`src/design/piu_pkg.sv`:
```
// Behaviour
// (RULE1) sixteen levels, level 0 highest priority, level 15 lowest
// (RULE2) level 0 is reset and is serviced regardless of the mask
// (RULE3) one request line plus four code lines compared against status mask bits 12..15
// (RULE4) accept when code <= mask, switch after the current instruction ends
// (RULE5) vector pair fetched at level times four, 0x04 up to 0x3C
// (RULE6) during the switch drive alternate map enable high and raise acknowledge
// (RULE7) old workspace, counter, status stored to registers 13, 14, 15 in order
// (RULE8) servicing clears status bits 7..11 and sets mask to level minus one
// (RULE9) no new interrupt until the first routine instruction has executed
// (RULE10) requester holds request and code until the routine clears it
// (RULE11) higher priority arrival inside a routine causes a nested switch
// (RULE12) during hold or coprocessor present keep sampling and acknowledge qualified requests
// (RULE13) that acknowledge stays until hold or coprocessor present is released
// (RULE14) pending request under chaining coprocessor serviced after release, restore and bus regain
// (RULE15) undefined opcode without coprocessor present traps through the level 2 vector
// (RULE16) overflow interrupt uses level 2, enabled by status bit 10
// (RULE17) illegal opcode trap uses level 2 and ignores the mask
// (RULE18) requester encodes level n as binary n, first code line most significant
// (RULE19) reset release fetches vectors at words 0 and 2, acknowledges, clears status
// (RULE20) servicing overflow forces mask to one
// (RULE21) undefined opcode trap leaves the mask unchanged
// (RULE22) unsigned four bit compare, re-evaluated at every instruction boundary
package piu_pkg;
  // ---------------------------------------------------------------
  // widths and field positions
  // ---------------------------------------------------------------
  localparam int          LVL_W       = 4;
  localparam int          ST_W        = 16;
  localparam int          ADDR_W      = 16;
  localparam int          MASK_LSB    = 12;
  localparam int          CLR_LSB     = 7;
  localparam int          CLR_MSB     = 11;
  localparam int          OVF_EN_BIT  = 10;
  localparam int          OVF_BIT     = 4;
  // ---------------------------------------------------------------
  // levels, vectors, workspace slots
  // ---------------------------------------------------------------
  localparam logic [3:0]  LVL_RESET   = 4'h0;
  localparam logic [3:0]  LVL_TRAP    = 4'h2;
  localparam logic [3:0]  MASK_OVF    = 4'h1;
  localparam logic [15:0] VEC_STRIDE  = 16'h0004;
  localparam logic [15:0] PC_OFFSET   = 16'h0002;
  localparam logic [15:0] SLOT_WP     = 16'h001A; // register 13 times two
  localparam logic [15:0] SLOT_PC     = 16'h001C; // register 14 times two
  localparam logic [15:0] SLOT_ST     = 16'h001E; // register 15 times two
  localparam logic [15:0] ST_RESET    = 16'h0000;
  localparam logic [15:0] WORD_ZERO   = 16'h0000;

  // context-switch sequencer
  typedef enum logic [3:0] {
    PIU_RUN, PIU_RD_WP, PIU_RD_PC, PIU_WR_WP, PIU_WR_PC, PIU_WR_ST, PIU_FIRST, PIU_HOLD
  } piu_state_t;

  // kind of event being serviced
  typedef enum logic [1:0] {
    PIU_SRC_RESET, PIU_SRC_EXT, PIU_SRC_OVF, PIU_SRC_TRAP
  } piu_src_t;
endpackage

```
`src/design/piu_core.sv`:
```
`timescale 1ns/10ps
// interrupt sequencer: samples requests, runs the context switch of up to six states, each memory state waiting for mem_ack
module piu_core (
  input  wire logic        mclk,
  input  wire logic        sys_rst,
  input  wire logic        interrupt_request,
  input  wire logic [3:0]  level_code_lines,   // bit 3 is the first code line
  input  wire logic        instr_boundary,     // pulse: current instruction finished
  input  wire logic        illegal_opcode,     // level: undefined opcode at boundary
  input  wire logic        coprocessor_present,
  input  wire logic        hold_request,
  input  wire logic        ctx_restored,       // pulse: restore and bus regain done
  input  wire logic        mem_ack,            // pulse: one word transfer finished
  input  wire logic [15:0] mem_rdata,
  input  wire logic [15:0] cur_wp,
  input  wire logic [15:0] cur_pc,
  input  wire logic [15:0] cur_st,
  output logic             interrupt_acknowledge,
  output logic             alternate_map_enable,
  output logic             hold_grant,
  output logic             mem_req,
  output logic             mem_write,
  output logic [15:0]      mem_addr,
  output logic [15:0]      mem_wdata,
  output logic             ctx_load,           // pulse: new wp/pc/st valid
  output logic [15:0]      new_wp,
  output logic [15:0]      new_pc,
  output logic [15:0]      new_st,
  output logic             busy
);
  piu_pkg::piu_state_t state_q;
  piu_pkg::piu_src_t   src_q;
  piu_pkg::piu_src_t   sel_src;
  logic [3:0]          lvl_q;
  logic [3:0]          sel_lvl;
  logic                sel_take;
  logic [15:0]         old_wp_q;
  logic [15:0]         old_pc_q;
  logic [15:0]         old_st_q;
  logic [15:0]         vec_wp_q;
  logic [15:0]         vec_pc_q;
  logic [15:0]         st_next;
  logic [15:0]         vec_base;
  logic                held;
  logic                hold_ack_q;
  logic                inhibit_q;
  logic                reset_pend_q;
  logic                trap_pend_q;
  logic                ctx_load_q;

  // ---------------------------------------------------------------
  // source selection
  // ---------------------------------------------------------------
  // inhibit after a switch masks external and overflow requests; reset and the opcode trap are not masked
  piu_sel u_sel (
    .ext_req    (interrupt_request && !inhibit_q),                      // [RULE9]
    .ext_code   (level_code_lines),                                     // [RULE18]
    .mask       (cur_st[piu_pkg::MASK_LSB +: piu_pkg::LVL_W]),
    .ovf_flag   (cur_st[piu_pkg::OVF_BIT] && !inhibit_q),
    .ovf_en     (cur_st[piu_pkg::OVF_EN_BIT]),                          // [RULE16]
    .illegal_op (illegal_opcode && !coprocessor_present),               // [RULE15]
    .take       (sel_take),
    .level      (sel_lvl),
    .src        (sel_src)
  );

  assign held     = hold_request || coprocessor_present;
  assign vec_base = {12'h000, lvl_q} * piu_pkg::VEC_STRIDE;             // [RULE5]

  // ---------------------------------------------------------------
  // sequencer
  // ---------------------------------------------------------------
  always_ff @(posedge mclk) begin
    if (sys_rst) begin
      state_q      <= piu_pkg::PIU_RUN;
      src_q        <= piu_pkg::PIU_SRC_RESET;
      lvl_q        <= piu_pkg::LVL_RESET;
      reset_pend_q <= 1'b1;
    end else begin
      unique case (state_q)
        piu_pkg::PIU_RUN: begin
          if (reset_pend_q) begin
            // level 0 ignores the mask entirely
            state_q      <= piu_pkg::PIU_RD_WP;                         // [RULE2] [RULE19]
            src_q        <= piu_pkg::PIU_SRC_RESET;
            lvl_q        <= piu_pkg::LVL_RESET;
            reset_pend_q <= 1'b0;
          end else if (instr_boundary && illegal_opcode && coprocessor_present) begin
            state_q <= piu_pkg::PIU_HOLD;
          end else if (instr_boundary && sel_take && !held) begin
            state_q <= piu_pkg::PIU_RD_WP;                              // [RULE4] [RULE11] [RULE22]
            src_q   <= sel_src;
            lvl_q   <= sel_lvl;
          end else if (held) begin
            state_q <= piu_pkg::PIU_HOLD;
          end
        end
        // bus given away; resume only after restore completes
        piu_pkg::PIU_HOLD: begin
          if (!held && ctx_restored)
            state_q <= piu_pkg::PIU_RUN;                                // [RULE14]
        end
        piu_pkg::PIU_RD_WP: if (mem_ack) state_q <= piu_pkg::PIU_RD_PC;
        piu_pkg::PIU_RD_PC: begin
          if (mem_ack)
            state_q <= (src_q == piu_pkg::PIU_SRC_RESET) ? piu_pkg::PIU_FIRST : piu_pkg::PIU_WR_WP;
        end
        piu_pkg::PIU_WR_WP: if (mem_ack) state_q <= piu_pkg::PIU_WR_PC; // [RULE7]
        piu_pkg::PIU_WR_PC: if (mem_ack) state_q <= piu_pkg::PIU_WR_ST;
        piu_pkg::PIU_WR_ST: if (mem_ack) state_q <= piu_pkg::PIU_FIRST;
        piu_pkg::PIU_FIRST: state_q <= piu_pkg::PIU_RUN;
        default: state_q <= piu_pkg::PIU_RUN;
      endcase
    end
  end

  // ---------------------------------------------------------------
  // context capture
  // ---------------------------------------------------------------
  always_ff @(posedge mclk) begin
    if (sys_rst) begin
      old_wp_q <= piu_pkg::WORD_ZERO;
      old_pc_q <= piu_pkg::WORD_ZERO;
      old_st_q <= piu_pkg::WORD_ZERO;
      vec_wp_q <= piu_pkg::WORD_ZERO;
      vec_pc_q <= piu_pkg::WORD_ZERO;
    end else begin
      if (state_q == piu_pkg::PIU_RUN) begin
        old_wp_q <= cur_wp;
        old_pc_q <= cur_pc;
        old_st_q <= cur_st;
      end
      if (state_q == piu_pkg::PIU_RD_WP && mem_ack)
        vec_wp_q <= mem_rdata;
      if (state_q == piu_pkg::PIU_RD_PC && mem_ack)
        vec_pc_q <= mem_rdata;
    end
  end

  // ---------------------------------------------------------------
  // new status word
  // ---------------------------------------------------------------
  always_comb begin
    st_next = old_st_q;
    unique case (src_q)
      piu_pkg::PIU_SRC_RESET: st_next = piu_pkg::ST_RESET;              // [RULE19]
      piu_pkg::PIU_SRC_TRAP: begin
        st_next[piu_pkg::CLR_MSB:piu_pkg::CLR_LSB] = 5'h00;             // [RULE21]
      end
      piu_pkg::PIU_SRC_OVF: begin
        st_next[piu_pkg::CLR_MSB:piu_pkg::CLR_LSB] = 5'h00;
        st_next[piu_pkg::MASK_LSB +: piu_pkg::LVL_W] = piu_pkg::MASK_OVF; // [RULE20]
      end
      piu_pkg::PIU_SRC_EXT: begin
        st_next[piu_pkg::CLR_MSB:piu_pkg::CLR_LSB] = 5'h00;             // [RULE8]
        st_next[piu_pkg::MASK_LSB +: piu_pkg::LVL_W] = lvl_q - 4'h1;
      end
    endcase
  end

  // ---------------------------------------------------------------
  // memory port
  // ---------------------------------------------------------------
  // wp word first, then pc word, at the level's vector pair
  always_comb begin
    mem_req   = 1'b1;
    mem_write = 1'b0;
    mem_addr  = piu_pkg::WORD_ZERO;
    mem_wdata = piu_pkg::WORD_ZERO;
    unique case (state_q)
      piu_pkg::PIU_RD_WP: mem_addr = vec_base;                          // [RULE5]
      piu_pkg::PIU_RD_PC: mem_addr = vec_base + piu_pkg::PC_OFFSET;
      piu_pkg::PIU_WR_WP: begin
        mem_write = 1'b1;
        mem_addr  = vec_wp_q + piu_pkg::SLOT_WP;                        // [RULE7]
        mem_wdata = old_wp_q;
      end
      piu_pkg::PIU_WR_PC: begin
        mem_write = 1'b1;
        mem_addr  = vec_wp_q + piu_pkg::SLOT_PC;
        mem_wdata = old_pc_q;
      end
      piu_pkg::PIU_WR_ST: begin
        mem_write = 1'b1;
        mem_addr  = vec_wp_q + piu_pkg::SLOT_ST;
        mem_wdata = old_st_q;
      end
      default: mem_req = 1'b0;
    endcase
  end

  // ---------------------------------------------------------------
  // context load and inhibit
  // ---------------------------------------------------------------
  // inhibit covers the first routine instruction; reset never blocked
  always_ff @(posedge mclk) begin
    if (sys_rst) begin
      ctx_load_q <= 1'b0;
      inhibit_q  <= 1'b0;
      new_wp     <= piu_pkg::WORD_ZERO;
      new_pc     <= piu_pkg::WORD_ZERO;
      new_st     <= piu_pkg::WORD_ZERO;
    end else begin
      ctx_load_q <= (state_q == piu_pkg::PIU_FIRST);
      if (state_q == piu_pkg::PIU_FIRST) begin
        new_wp    <= vec_wp_q;
        new_pc    <= vec_pc_q;
        new_st    <= st_next;
        inhibit_q <= 1'b1;                                              // [RULE9]
      end else if (instr_boundary && state_q == piu_pkg::PIU_RUN) begin
        inhibit_q <= 1'b0;
      end
    end
  end

  // ---------------------------------------------------------------
  // acknowledge, map enable, hold grant
  // ---------------------------------------------------------------
  // held-state ack is sticky until the hold cause drops
  always_ff @(posedge mclk) begin
    if (sys_rst) begin
      hold_ack_q <= 1'b0;
    end else if (!held) begin
      hold_ack_q <= 1'b0;                                               // [RULE13]
    end else if (interrupt_request
                 && level_code_lines <= cur_st[piu_pkg::MASK_LSB +: piu_pkg::LVL_W]) begin
      hold_ack_q <= 1'b1;                                               // [RULE12] [RULE14]
    end
  end

  // keeps busy high for one cycle after a held-state ack in hold
  always_ff @(posedge mclk) begin
    if (sys_rst)
      trap_pend_q <= 1'b0;
    else
      trap_pend_q <= hold_ack_q && state_q == piu_pkg::PIU_HOLD;
  end

  assign interrupt_acknowledge = (state_q == piu_pkg::PIU_RD_PC && mem_ack)
                                 || (hold_ack_q && held);               // [RULE6] [RULE13]
  assign alternate_map_enable  = (state_q != piu_pkg::PIU_RUN) && (state_q != piu_pkg::PIU_HOLD); // [RULE6]
  assign hold_grant            = (state_q == piu_pkg::PIU_HOLD) && held;
  assign ctx_load              = ctx_load_q;
  assign busy                  = (state_q != piu_pkg::PIU_RUN) || trap_pend_q;
endmodule

```
`src/design/piu_sel.sv`:
```
`timescale 1ns/10ps
// picks the winning source at an instruction boundary
module piu_sel (
  input  wire logic       ext_req,
  input  wire logic [3:0] ext_code,
  input  wire logic [3:0] mask,
  input  wire logic       ovf_flag,
  input  wire logic       ovf_en,
  input  wire logic       illegal_op,
  output logic            take,
  output logic [3:0]      level,
  output piu_pkg::piu_src_t src
);
  logic ext_ok;
  logic ovf_ok;

  // ---------------------------------------------------------------
  // qualification
  // ---------------------------------------------------------------
  // plain unsigned compare, no signed tricks
  assign ext_ok = ext_req && (ext_code <= mask);                       // [RULE3] [RULE4] [RULE22]
  assign ovf_ok = ovf_flag && ovf_en && (piu_pkg::LVL_TRAP <= mask);   // [RULE16]

  // trap overrides any level; level 0/1 override overflow
  always_comb begin
    take  = 1'b0;
    level = piu_pkg::LVL_TRAP;
    src   = piu_pkg::PIU_SRC_EXT;
    if (illegal_op) begin
      take  = 1'b1;                                                    // [RULE17]
      src   = piu_pkg::PIU_SRC_TRAP;
    end else if (ext_ok && (!ovf_ok || ext_code < piu_pkg::LVL_TRAP)) begin
      take  = 1'b1;                                                    // [RULE1]
      level = ext_code;
    end else if (ovf_ok) begin
      take  = 1'b1;
      src   = piu_pkg::PIU_SRC_OVF;
    end
  end
endmodule

```
`config.mk`:
```
export PLATFORM = sky130hd
export DESIGN_NAME = piu_core
export DESIGN_NICKNAME = d
export VERILOG_FILES = /design/src/design/piu_pkg.sv /design/src/design/piu_core.sv /design/src/design/piu_sel.sv
export SDC_FILE = /design/constraint.sdc
export NUM_CORES = 1
export LEC_CHECK = 0
export BUFFER_PORTS_ARGS = -buffer_cell sky130_fd_sc_hd__buf_2
export CAP_MARGIN = 15
export CORE_AREA = 3 3 123 125
export CTS_BUF_LIST = sky130_fd_sc_hd__clkbuf_16
export DETAILED_ROUTE_END_ITERATION = 6
export DIE_AREA = 0 0 126 128
export PLACE_DENSITY = 0.74
export SYNTH_ARGS = -nofsm -noshare
export SYNTH_HDL_FRONTEND = slang
export SYNTH_SLANG_ARGS = --single-unit
```
`constraint.sdc`:
```
create_clock -name mclk -period 3.3 [get_ports mclk]
set_input_delay 0.66 -clock mclk [delete_from_list [all_inputs] [get_ports mclk]]
set_output_delay 0.66 -clock mclk [all_outputs]
set_load 0.01 [all_outputs]
```
==> results of run 1 <==
## layer usage
| metal | share of wire (%) | track usage, % | vias up |
|---|---|---|---|
| li1 | - | - | 3091 |
| met4 | 2.7 | 8.454 | 2 |
| met5 | 0.073 | 0 | - |
| met1 | 41 | 25.04 | 2862 |
| met2 | 49 | 37.37 | 205 |
| met3 | 7.2 | 7.792 | 43 |
## cells by family after synthesis
family,after synthesis,synth area share [%]
other,1,0.05951
adders and majority gates,8,1.708
xor gates and xnor gates,8,1.112
buffers and inverters,85,5.500
and+or+nand+nor,363,25.06
AOI/OAI and AO/OA,225,20.18
muxes,18,2.859
DFF,137,43.53
## sequential cells by signal, summed over array words and instances (netlist names)
| name | count |
|---|---|
| old_st_q | 16 |
| vec_pc_q | 16 |
| vec_wp_q | 16 |
| state_q | 3 |
| hold_ack_q | 1 |
| ctx_load | 1 |
| new_st | 11 |
| lvl_q | 4 |
| new_wp | 16 |
| new_pc | 16 |
| inhibit_q | 1 |
| reset_pend_q | 1 |
| old_pc_q | 16 |
| trap_pend_q | 1 |
| src_q | 2 |
| old_wp_q | 16 |
## layout make-up
| cell class | count | area [um^2] | share of cell area, % |
|---|---|---|---|
| tap | 180 | 225.2 | 2.918 |
| inverter | 15 | 56.30 | 0.7295 |
| clock buffer | 17 | 425.4 | 5.511 |
| sequential | 137 | 2746 | 35.58 |
| timing repair buffer | 170 | 883.3 | 11.44 |
| clock inverter | 13 | 116.4 | 1.508 |
| multi-input combinational | 627 | 3266 | 42.31 |
## Yosys cell counts, types with 6 or more instances
library cell	count	area (um^2)
nand2_1	262	983.4
a21oi_1	141	705.7
dfxtp_1	137	2743
clkbuf_1	56	210.2
o21ai_0	34	170.2
nor2_1	25	93.84
mux2i_1	18	180.2
nand3_1	16	80.08
inv_1	15	56.30
nor3_1	10	50.05
a22o_1	8	70.07
buf_2	7	35.03
ha_1	7	87.58
nand2b_1	7	43.79
o22ai_1	7	43.79
xnor2_1	6	52.55
## report_power, final
part / internal [mW] / total, mW / switching [mW]
clock network: 1.08 / 1.76 / 0.678
logic: 0.652 / 1.91 / 1.26
registers: 1.93 / 2.13 / 0.202
total: 3.66 / 5.80 / 2.14
## per-stage QoR
| stage | setup TNS (ps) | power, mW | utilization (%) | area (um^2) |
|---|---|---|---|---|
| 6_report | 0 | 5.804 | 55.18 | 7719 |
| 2_1_floorplan | 0 | 3.491 | - | 6316 |
| 3_5_place_dp | 0 | 4.056 | 51.09 | 7147 |
| 3_3_place_gp | 0 | 4.036 | 51.09 | 7147 |
| 5_1_grt | -21.23 | 6.172 | 55.18 | 7719 |
| 4_1_cts | 0 | 5.834 | 55.03 | 7697 |
## critical path: stages, from the launching register on
cell	delay [ps]
dfxtp_2	310
inv_1	170
nor2_2	90
fa_1	480
or3_1	380
a22oi_1	250
o31ai_1	100
a31o_2	230
buf_2	130
## final timing paths
kind	to	cells after the start	startpoint
worst min-delay path	new_pc[8]	2	vec_pc_q[8]
worst max-delay path	mem_addr[13]	8	state_q[0]
worst max register to register	lvl_q[3]	7	state_q[0]
worst min register to register	new_pc[8]	2	vec_pc_q[8]
## what timing repair did
action | 4_1_cts | 5_1_grt
hold buffers | 0 | 0
gates resized for setup | 2 | 5
endpoints found under the setup margin | 2 | 7
## placed cells by master (no fill, tap or decap), types with 8 or more instances in the layout
cell type  instances
nor3_1            10
a21oi_1          141
dfxtp_1          134
nand3_1           15
inv_1             18
o21ai_0           34
buf_4             13
mux2i_1           18
buf_2            157
clkbuf_16         17
a22o_1             8
nand2_1          262
nor2_1            24
==> flow_metrics.py, run 1 <==
metrics = {
    "global_routing": {
        "grt_max_degree": 76,
        "antenna_found_initial": 1,
        "grtUsageTotal_pct": 21.83,
        "grt_pass1_vias": 5899,
        "grt_pass1_wl_um": 28410,
        "grt-ovfl-total": 0,
    },
    "floorplan": {
        "dieHeight_um": 128,
        "core_mm2": 0.01399,
        "start_util_pct": 45.04,
        "dieArea_mm2": 0.01613,
        "core.rowCount": 43,
        "ios": 164,
        "chipWidth_um": 126,
    },
    "place": {
        "port_buffers": 158,
        "dp_hpwl_um": 12330,
        "dp_slack_ps": 417.4,
        "placed_cells": 1129,
        "place_congestion": 0.8753,
    },
    "layout": {
        "stdcell_count": 1159,
        "final_nets": 1053,
        "num-fill-cells": 1341,
        "antenna_cells": 0,
        "drive_gt1_share_pct": 21.86,
        "area_delta_synth_final_pct": 22.50,
    },
    "routing": {
        "drtIter0Drc": 365,
        "via_per_inst": 5.352,
        "routed_wl_um": 17810,
        "first_pass_iters": 5,
        "num_vias": 6203,
        "ant_nets": 0,
        "wl_per_cell_um": 15.36,
        "drc": 0,
    },
    "timing": {
        "rsz0062_at_grt": "true",
        "final_max_slew_viol_count": 0,
        "relSlewSlack_pct": 47.43,
        "hold_viol_final": 0,
        "worst_pin_slew_ps": 788.6,
        "final.min_clock_period_ps": 3218,
        "clock_skew_ps": 6.386,
        "setup_violations": 0,
        "fmax_mhz": 310.8,
        "setup_ws_ps": 82.03,
        "whs_ps": 447.3,
        "fin_crit_sh_pct": 97.51,
    },
    "synthesis": {
        "synth-seq-area-share_pct": 43.53,
        "ys.flop_type": "dfxtp_1",
        "yosysWarnings": 0,
        "yosys.cell_types.count": 56,
        "ys_seq_elements": 137,
        "synth_edf_count": 0,
        "synth_area_per_cell_um2": 7.457,
        "ys_async_sr_fraction_pct": 0,
        "synth_area_mm2": 0.006301,
        "synthCells": 845,
    },
    "setup_path": {
        "ff2ff_setup_slack_ps": 1140,
        "endpoint_kind": "output pin",
        "crit_type": "reg -> out",
        "crit_fanout": 6,
        "crit_required_ps": 2640,
        "critPathLaunchType": "register",
        "arrival_ps": 2560,
    },
    "clock_network": {
        "clock-root-buffer": "clkbuf_16",
        "clk_pin_slew_worst_paths_ps": 60,
        "clock_latency_ps": 420,
        "cts.sinks": 137,
        "clockBufferDepth": 2,
        "cts_buffers": 17,
        "cts_tree": "yes",
        "cts_setup_buffers": 0,
        "cts_max_level": 4,
    },
    "power": {
        "peakVddDrop_uv": 478.6,
        "leakagePower_nw": 3.190,
        "power_density_mw_per_mm2": 752.0,
    },
    "hold_path": {
        "hold_class": "reg -> reg",
    },
    "job": {
        "drv_cap": 0,
    },
    "outcome": {
        "status": "finished, final reports clean",
    },
}
(Power assumes the default switching activity.)
==> run 2: changes to the inputs <==
--- a/config.mk
+++ b/config.mk
@@ -5,13 +5,14 @@
 export SDC_FILE = /design/constraint.sdc
 export NUM_CORES = 1
 export LEC_CHECK = 0
+export ABC_AREA = 1
 export BUFFER_PORTS_ARGS = -buffer_cell sky130_fd_sc_hd__buf_2
 export CAP_MARGIN = 15
-export CORE_AREA = 3 3 123 125
+export CORE_AREA = 3 3 122 124
 export CTS_BUF_LIST = sky130_fd_sc_hd__clkbuf_16
 export DETAILED_ROUTE_END_ITERATION = 6
-export DIE_AREA = 0 0 126 128
-export PLACE_DENSITY = 0.74
+export DIE_AREA = 0 0 125 127
+export PLACE_DENSITY = 0.75
 export SYNTH_ARGS = -nofsm -noshare
 export SYNTH_HDL_FRONTEND = slang
 export SYNTH_SLANG_ARGS = --single-unit
==> run 2 against run 1 <==
  * Global-route usage increased by 0.31 points
  * Core utilization barely moved
  * Hold slack improved by 14 ps
  * Die area decreased by 1.6%
  * Synthesized cell count increased by 4.7%
  * Clock-buffer cell count unchanged
  * Sequential share of layout area rose by 0.25 points
  * Sequential power up 15%
  * Power increased by 7.1%
  * Design area is 0.70% lower
  * Highest routed layer is now met4
==> flow_metrics.py, run 2 <==
metrics = {
    "layout": {
        "drive_gt1_share_pct": 22.08,
        "final_nets": 1109,
        "stdcell_count": 1219,
        "final_area_mm2": 0.007665,
        "final_core_util_pct": 55.22,
        "area_delta_synth_final_pct": 23.28,
        "final_cell_mix": "nor2_1 (162), buf_2 (158), dfxtp_1 (136), nand2_1 (135), o21ai_0 (127)",
        "final_common_cell": "nor2_1",
    },
    "setup_path": {
        "crit_required_ps": 2640,
        "crit_fanout": 6,
        "arrival_ps": 2470,
        "ff2ff_setup_slack_ps": 1350,
        "path_cells": "inv_1, nor2_2, nand2_1, inv_2, fa_1, nor2_1, nand2_2, nand2_2, nor2_2, nand2_1, xor2_1, a32o_1, buf_2",
        "slowest_stage": "fa_1",
        "critPathLaunchType": "register",
        "endpoint_kind": "output pin",
        "crit_type": "reg -> out",
        "reg2reg_depth": 10,
        "crit_path_max_incr_delay_ps": 390,
        "reg2reg_from": "state_q[0]",
        "startpoint": "state_q[0]",
        "cp-endpoint": "mem_addr[11]",
        "r2r-end": "state_q[1]",
    },
    "synthesis": {
        "ys.flop_type": "dfxtp_1",
        "synth_edf_count": 0,
        "yosys.cell_types.count": 38,
        "yosysWarnings": 0,
        "synth_most_common_cell": "nor2_1",
        "synth_area_mm2": 0.006217,
        "synthCells": 885,
        "synth_common_cells": "nor2_1 (165), dfxtp_1 (137), nand2_1 (137)",
        "yosysTopAreaCellShare_pct": 44.11,
        "synth-seq-area-share_pct": 44.11,
        "synth_top_cell_by_area": "dfxtp_1",
        "synth_area_per_cell_um2": 7.025,
        "yosys-top-cells-area": "dfxtp_1 (44%), o21ai_0 (10%), nor2_1 (10%), nand2_1 (8.3%), a21oi_1 (6.5%)",
        "ys_async_sr_fraction_pct": 0,
        "ys_seq_elements": 137,
    },
    "global_routing": {
        "grtUsageTotal_pct": 22.14,
        "antenna_found_initial": 1,
        "grt_max_degree": 65,
        "grt-ovfl-total": 0,
        "grt_pass1_wl_um": 29120,
        "grt_pass1_vias": 5890,
    },
    "clock_network": {
        "clock_latency_ps": 420,
        "clockBufferDepth": 2,
        "cts.sinks": 137,
        "cts_max_level": 4,
        "cts_tree": "yes",
        "cts_buffers": 17,
        "clk_pin_slew_worst_paths_ps": 60,
        "clock-root-buffer": "clkbuf_16",
    },
    "place": {
        "port_buffers": 158,
        "dp_slack_ps": 378.4,
        "placed_cells": 1185,
        "place_congestion": 0.9362,
        "placed_area_mm2": 0.007069,
        "dp_hpwl_um": 12280,
    },
    "timing": {
        "fmax_mhz": 319.5,
        "whs_ps": 461.4,
        "clock_skew_ps": 11.70,
        "setup_violations": 0,
        "hold_viol_final": 0,
        "final.min_clock_period_ps": 3130,
        "worst_pin_slew_ps": 793.4,
        "relSlewSlack_pct": 47.03,
        "fin_crit_sh_pct": 94.85,
        "final_max_slew_viol_count": 0,
        "setup_ws_ps": 170.1,
    },
    "routing": {
        "drc": 0,
        "wl_met3_um": 1329,
        "drt-met1-wl_um": 7830,
        "first_pass_iters": 6,
        "num_vias": 6344,
        "wl_met2_um": 8300,
        "drtIter0Drc": 491,
        "routed_wl_um": 17720,
        "wl_per_cell_um": 14.54,
        "ant_nets": 0,
        "via_per_inst": 5.204,
        "highest_layer": "met4",
    },
    "floorplan": {
        "dieHeight_um": 127,
        "core.rowCount": 43,
        "start_util_pct": 44.79,
        "dieArea_mm2": 0.01588,
        "chipWidth_um": 125,
        "ios": 164,
        "core_mm2": 0.01388,
    },
    "job": {
        "drv_cap": 0,
    },
    "hold_path": {
        "hold_class": "reg -> reg",
    },
    "power": {
        "peakVddDrop_uv": 638.5,
        "power_density_mw_per_mm2": 811.2,
        "leakagePower_nw": 3.569,
    },
    "outcome": {
        "status": "finished, final reports clean",
    },
}
==> run 2: cell families after synthesis <==
family / count (synthesis) / synth area share, %
simple gates: 393 / 26.59
compound gates: 226 / 18.94
flops: 137 / 44.11
buf+inv: 117 / 8.150
fa+ha+maj: 8 / 1.731
xor+xnor: 3 / 0.4227
other cells: 1 / 0.06032
==> run 2: where the power goes <==
part | switching, mW | internal, mW
Sequential | 0.314 | 2.13
Clock | 0.722 | 1.10
Combinational | 1.31 | 0.647
Total | 2.34 | 3.87
==> run 2: area by class of cell <==
class / instances / area [um^2]
Timing Repair Buffer: 167 / 870.8
Sequential cell: 137 / 2746
Tap cell: 180 / 225.2
Multi-Input combinational cell: 635 / 3007
Clock buffer: 17 / 425.4
Clock inverter: 15 / 137.6
Inverter: 66 / 247.7
Fill cell: 1341 / 6216
Antenna cell: 2 / 5.005
==> run 2: how the worst min path moves through the flow <==
stage	to	startpoint	cells past startpoint	slack (ps)
detailed placement	trap_pend_q	hold_ack_q	2	450
floorplan	trap_pend_q	hold_ack_q	2	430
finish	trap_pend_q	hold_ack_q	2	460
global route	old_st_q[2]	cur_st[2]	3	460
CTS	old_pc_q[11]	cur_pc[11]	3	450
global placement	new_st[3]	new_st[3]	2	450
==> run 2: per-stage QoR <==
| stage | setup TNS (ps) | total power, mW |
|---|---|---|
| 2_1_floorplan | 0 | 3.803 |
| 3_3_place_gp | 0 | 4.338 |
| 3_5_place_dp | 0 | 4.366 |
| 4_1_cts | 0 | 6.206 |
| 5_1_grt | -25.22 | 6.628 |
| 6_report | 0 | 6.218 |
==> run 2: metal layers <==
layer / global-route usage, % / up-vias
li1: - / 3193
met1: 28.37 / 2916
met2: 35.43 / 212
met3: 7.316 / 23
met4: 7.398 / 0
met5: 0 / -
==> run 2: worst max-delay path, delay by kind of cell (launching register included) <==
family | cells | cell delay, ps
buffers and inverters | 3 | 290
adders and majority gates | 1 | 390
DFF | 1 | 370
AOI/OAI and AO/OA | 1 | 140
and+or+nand+nor | 7 | 690
xor gates and xnor gates | 1 | 180
==> run 2: repair_timing <==
item,4_1_cts,5_1_grt
endpoints found under the setup margin,5,6
buffers inserted,0,0
gates resized for setup,2,10
hold buffers,0,0
==> run 3: changes to the inputs <==
--- a/config.mk
+++ b/config.mk
@@ -8,11 +8,12 @@
 export ABC_AREA = 1
 export BUFFER_PORTS_ARGS = -buffer_cell sky130_fd_sc_hd__buf_2
 export CAP_MARGIN = 15
-export CORE_AREA = 3 3 122 124
+export CORE_AREA = 3 3 123 125
 export CTS_BUF_LIST = sky130_fd_sc_hd__clkbuf_16
 export DETAILED_ROUTE_END_ITERATION = 6
-export DIE_AREA = 0 0 125 127
+export DIE_AREA = 0 0 126 128
 export PLACE_DENSITY = 0.75
 export SYNTH_ARGS = -nofsm -noshare
 export SYNTH_HDL_FRONTEND = slang
+export SYNTH_HIERARCHICAL = 1
 export SYNTH_SLANG_ARGS = --single-unit
==> run 3 against run 2 <==
  * Power fell by 5.9%
  * Highest routed layer unchanged
  * Die area up 1.6%
  * Worst setup slack improved by 110 ps
  * Final cell count increased by 0.82%
  * Non-clock buffer count shrank 1
  * Synthesized area rose by 2.1%
  * Global-route usage shrank 0.065 points
  * Via count decreased by 0.27%
  * Largest cell class unchanged
  * Clock power about the same
==> flow_metrics.py, run 3 <==
metrics = {
    "power": {
        "p_sw_mw": 2.056,
        "p_comb_share_pct": 27.9,
        "p_int_mw": 3.793,
        "switching_share_pct": 35.15,
        "power_frac_clock_pct": 31.4,
        "seqPwrFrac_pct": 40.7,
        "peakVddDrop_uv": 518.7,
        "leakagePower_nw": 3.640,
        "power_density_mw_per_mm2": 756.6,
        "p_total_mw": 5.849,
    },
    "clock_network": {
        "cts.sinks": 137,
        "clock_latency_ps": 420,
        "cts_tree": "yes",
        "clock-root-buffer": "clkbuf_16",
        "cts_setup_buffers": 0,
        "ctsResizeCount": 1,
        "cts_buffers": 17,
        "cts_hold_buf": 0,
        "clk_pin_slew_worst_paths_ps": 60,
        "clockBufferDepth": 2,
        "cts_max_level": 4,
    },
    "place": {
        "placed_cells": 1198,
        "port_buffers": 158,
        "dp_slack_ps": 438.8,
        "dp_hpwl_um": 13030,
        "place_congestion": 0.9477,
    },
    "timing": {
        "setup_violations": 0,
        "rsz0062_at_grt": "false",
        "worst_pin_slew_ps": 904.8,
        "final.min_clock_period_ps": 3023,
        "fmax_mhz": 330.9,
        "setup_ws_ps": 277.5,
        "fin_crit_sh_pct": 91.59,
        "final_max_slew_viol_count": 0,
        "hold_viol_final": 0,
        "relSlewSlack_pct": 39.50,
        "whs_ps": 448.7,
        "clock_skew_ps": 6.419,
        "fin_tns_setup_ps": 0,
    },
    "setup_path": {
        "endpoint_kind": "output pin",
        "slowest_stage": "fa_1",
        "critPathLaunchType": "register",
        "crit_path_max_incr_delay_ps": 400,
        "crit_fanout": 8,
        "crit_required_ps": 2640,
        "arrival_ps": 2360,
        "crit_type": "reg -> out",
        "path_cells": "inv_2, nand3_1, inv_1, fa_1, nor2_2, nand2_1, nand2_1, nor2_4, nand3_1, nand2_1, o21ai_1, buf_2",
        "crit_path_frequent_cell": "nand2_1",
    },
    "job": {
        "drv_cap": 0,
    },
    "routing": {
        "num_vias": 6327,
        "wl_per_cell_um": 14.40,
        "drtIter0Drc": 522,
        "via_per_inst": 5.148,
        "first_pass_iters": 6,
        "routed_wl_um": 17700,
        "ant_nets": 0,
        "drc": 0,
    },
    "synthesis": {
        "yosysTopAreaCellShare_pct": 43.22,
        "ys.flop_type": "dfxtp_1",
        "synth-seq-area-share_pct": 43.22,
        "ys_seq_elements": 137,
        "synth_top_cell_by_area": "dfxtp_1",
        "synth_area_per_cell_um2": 7.059,
        "synth_common_cells": "nand2_1 (147), dfxtp_1 (137), nor2_1 (128)",
        "ys_async_sr_fraction_pct": 0,
        "synth_most_common_cell": "nand2_1",
        "synth_edf_count": 0,
        "yosysWarnings": 6,
        "yosys.cell_types.count": 34,
        "synth_area_mm2": 0.006346,
        "synthCells": 899,
        "yosys-top-cells-area": "dfxtp_1 (43%), o21ai_0 (9.9%), nand2_1 (8.7%), nor2_1 (7.6%), a21oi_1 (7.1%)",
    },
    "floorplan": {
        "dieHeight_um": 128,
        "chipWidth_um": 126,
        "core_mm2": 0.01399,
        "start_util_pct": 45.37,
        "dieArea_mm2": 0.01613,
        "ios": 164,
        "core.rowCount": 43,
    },
    "global_routing": {
        "grt_pass1_vias": 5918,
        "grtUsageTotal_pct": 22.08,
        "use_met2_pct": 36.09,
        "use_met3_pct": 7.083,
        "grt_max_degree": 73,
        "met1_usage_pct": 27.24,
        "grt-ovfl-total": 0,
        "grt_pass1_wl_um": 28770,
        "antenna_found_initial": 0,
        "grt_busiest_layer": "met2",
    },
    "layout": {
        "area_delta_synth_final_pct": 21.83,
        "stdcell_count": 1229,
        "drive_gt1_share_pct": 21.45,
        "final_common_cell": "buf_2",
        "antenna_cells": 0,
        "final_nets": 1126,
        "final_cell_mix": "buf_2 (158), nand2_1 (147), dfxtp_1 (134), o21ai_0 (126), nor2_1 (126)",
    },
    "hold_path": {
        "hold_class": "reg -> reg",
    },
    "outcome": {
        "status": "finished, final reports clean",
    },
}
[run 3: changes by cell type after synthesis, moves of 5 or more]
cell / previous run / this run
inv_2: 7 / 12
nand3_1: 56 / 63
a21oi_1: 81 / 90
buf_6: 0 / 5
o21ai_1: 1 / 22
nand2_1: 137 / 147
inv_1: 58 / 73
nor2_1: 165 / 128
clkbuf_1: 22 / 15
[run 3: cell families (layout without fill, tap and decap cells)]
family,Yosys count,after routing,synth area share (%)
AOI/OAI and AO/OA,248,248,19.93
adders and majority gates,12,12,2.484
buffers and inverters,136,282,9.878
DFF,137,137,43.22
other,1,5,0.05909
and+or+nand+nor,365,365,24.43
[run 3: power by group through the flow]
| stage | Sequential, mW | Clock [mW] | Combinational, mW |
|---|---|---|---|
| after floorplan | 2.33 | 0 | 1.23 |
| after global placement | 2.39 | 0 | 1.62 |
| after detailed placement | 2.41 | 0 | 1.63 |
| after CTS | 2.37 | 1.86 | 1.64 |
| after global routing | 2.44 | 1.93 | 1.87 |
| final | 2.38 | 1.84 | 1.63 |
[run 3: layout make-up]
type,count,area [um^2]
Sequential cell,137,2746
Multi-Input combinational cell,630,3012
Fill cell,1400,6257
Inverter,85,319.1
Clock inverter,14,140.1
Clock buffer,17,425.4
Tap cell,180,225.2
Timing Repair Buffer,166,863.3
[run 3: worst paths after layout]
check | from | to | cells past startpoint | slack [ps]
worst min register to register | vec_pc_q[6] | new_pc[6] | 2 | 450
worst max-delay path | state_q[1] | mem_addr[11] | 12 | 280
worst min-delay path | vec_pc_q[6] | new_pc[6] | 2 | 450
worst max register to register | state_q[2] | vec_wp_q[3] | 4 | 1360
[run 3: per-stage QoR]
| step | util, % | area, um^2 |
|---|---|---|
| 6_report | 55.27 | 7731 |
| 5_1_grt | 55.27 | 7731 |
| 4_1_cts | 55.19 | 7720 |
| 3_5_place_dp | 51.13 | 7152 |
| 3_3_place_gp | 51.13 | 7152 |
| 2_1_floorplan | - | 6361 |
[run 3: layer usage]
layer,vias up,part of all wire [%]
li1,3231,-
met1,2845,42
met2,223,47
met3,28,8.4
met4,0,2.2
met5,-,0
[run 3: critical path: cells and delay by family, from the launching register on]
family          cells  cell delay, ps
simple gates        7             710
fa+ha+maj           1             400
flops               1             380
buf+inv             3             330
compound gates      1             120
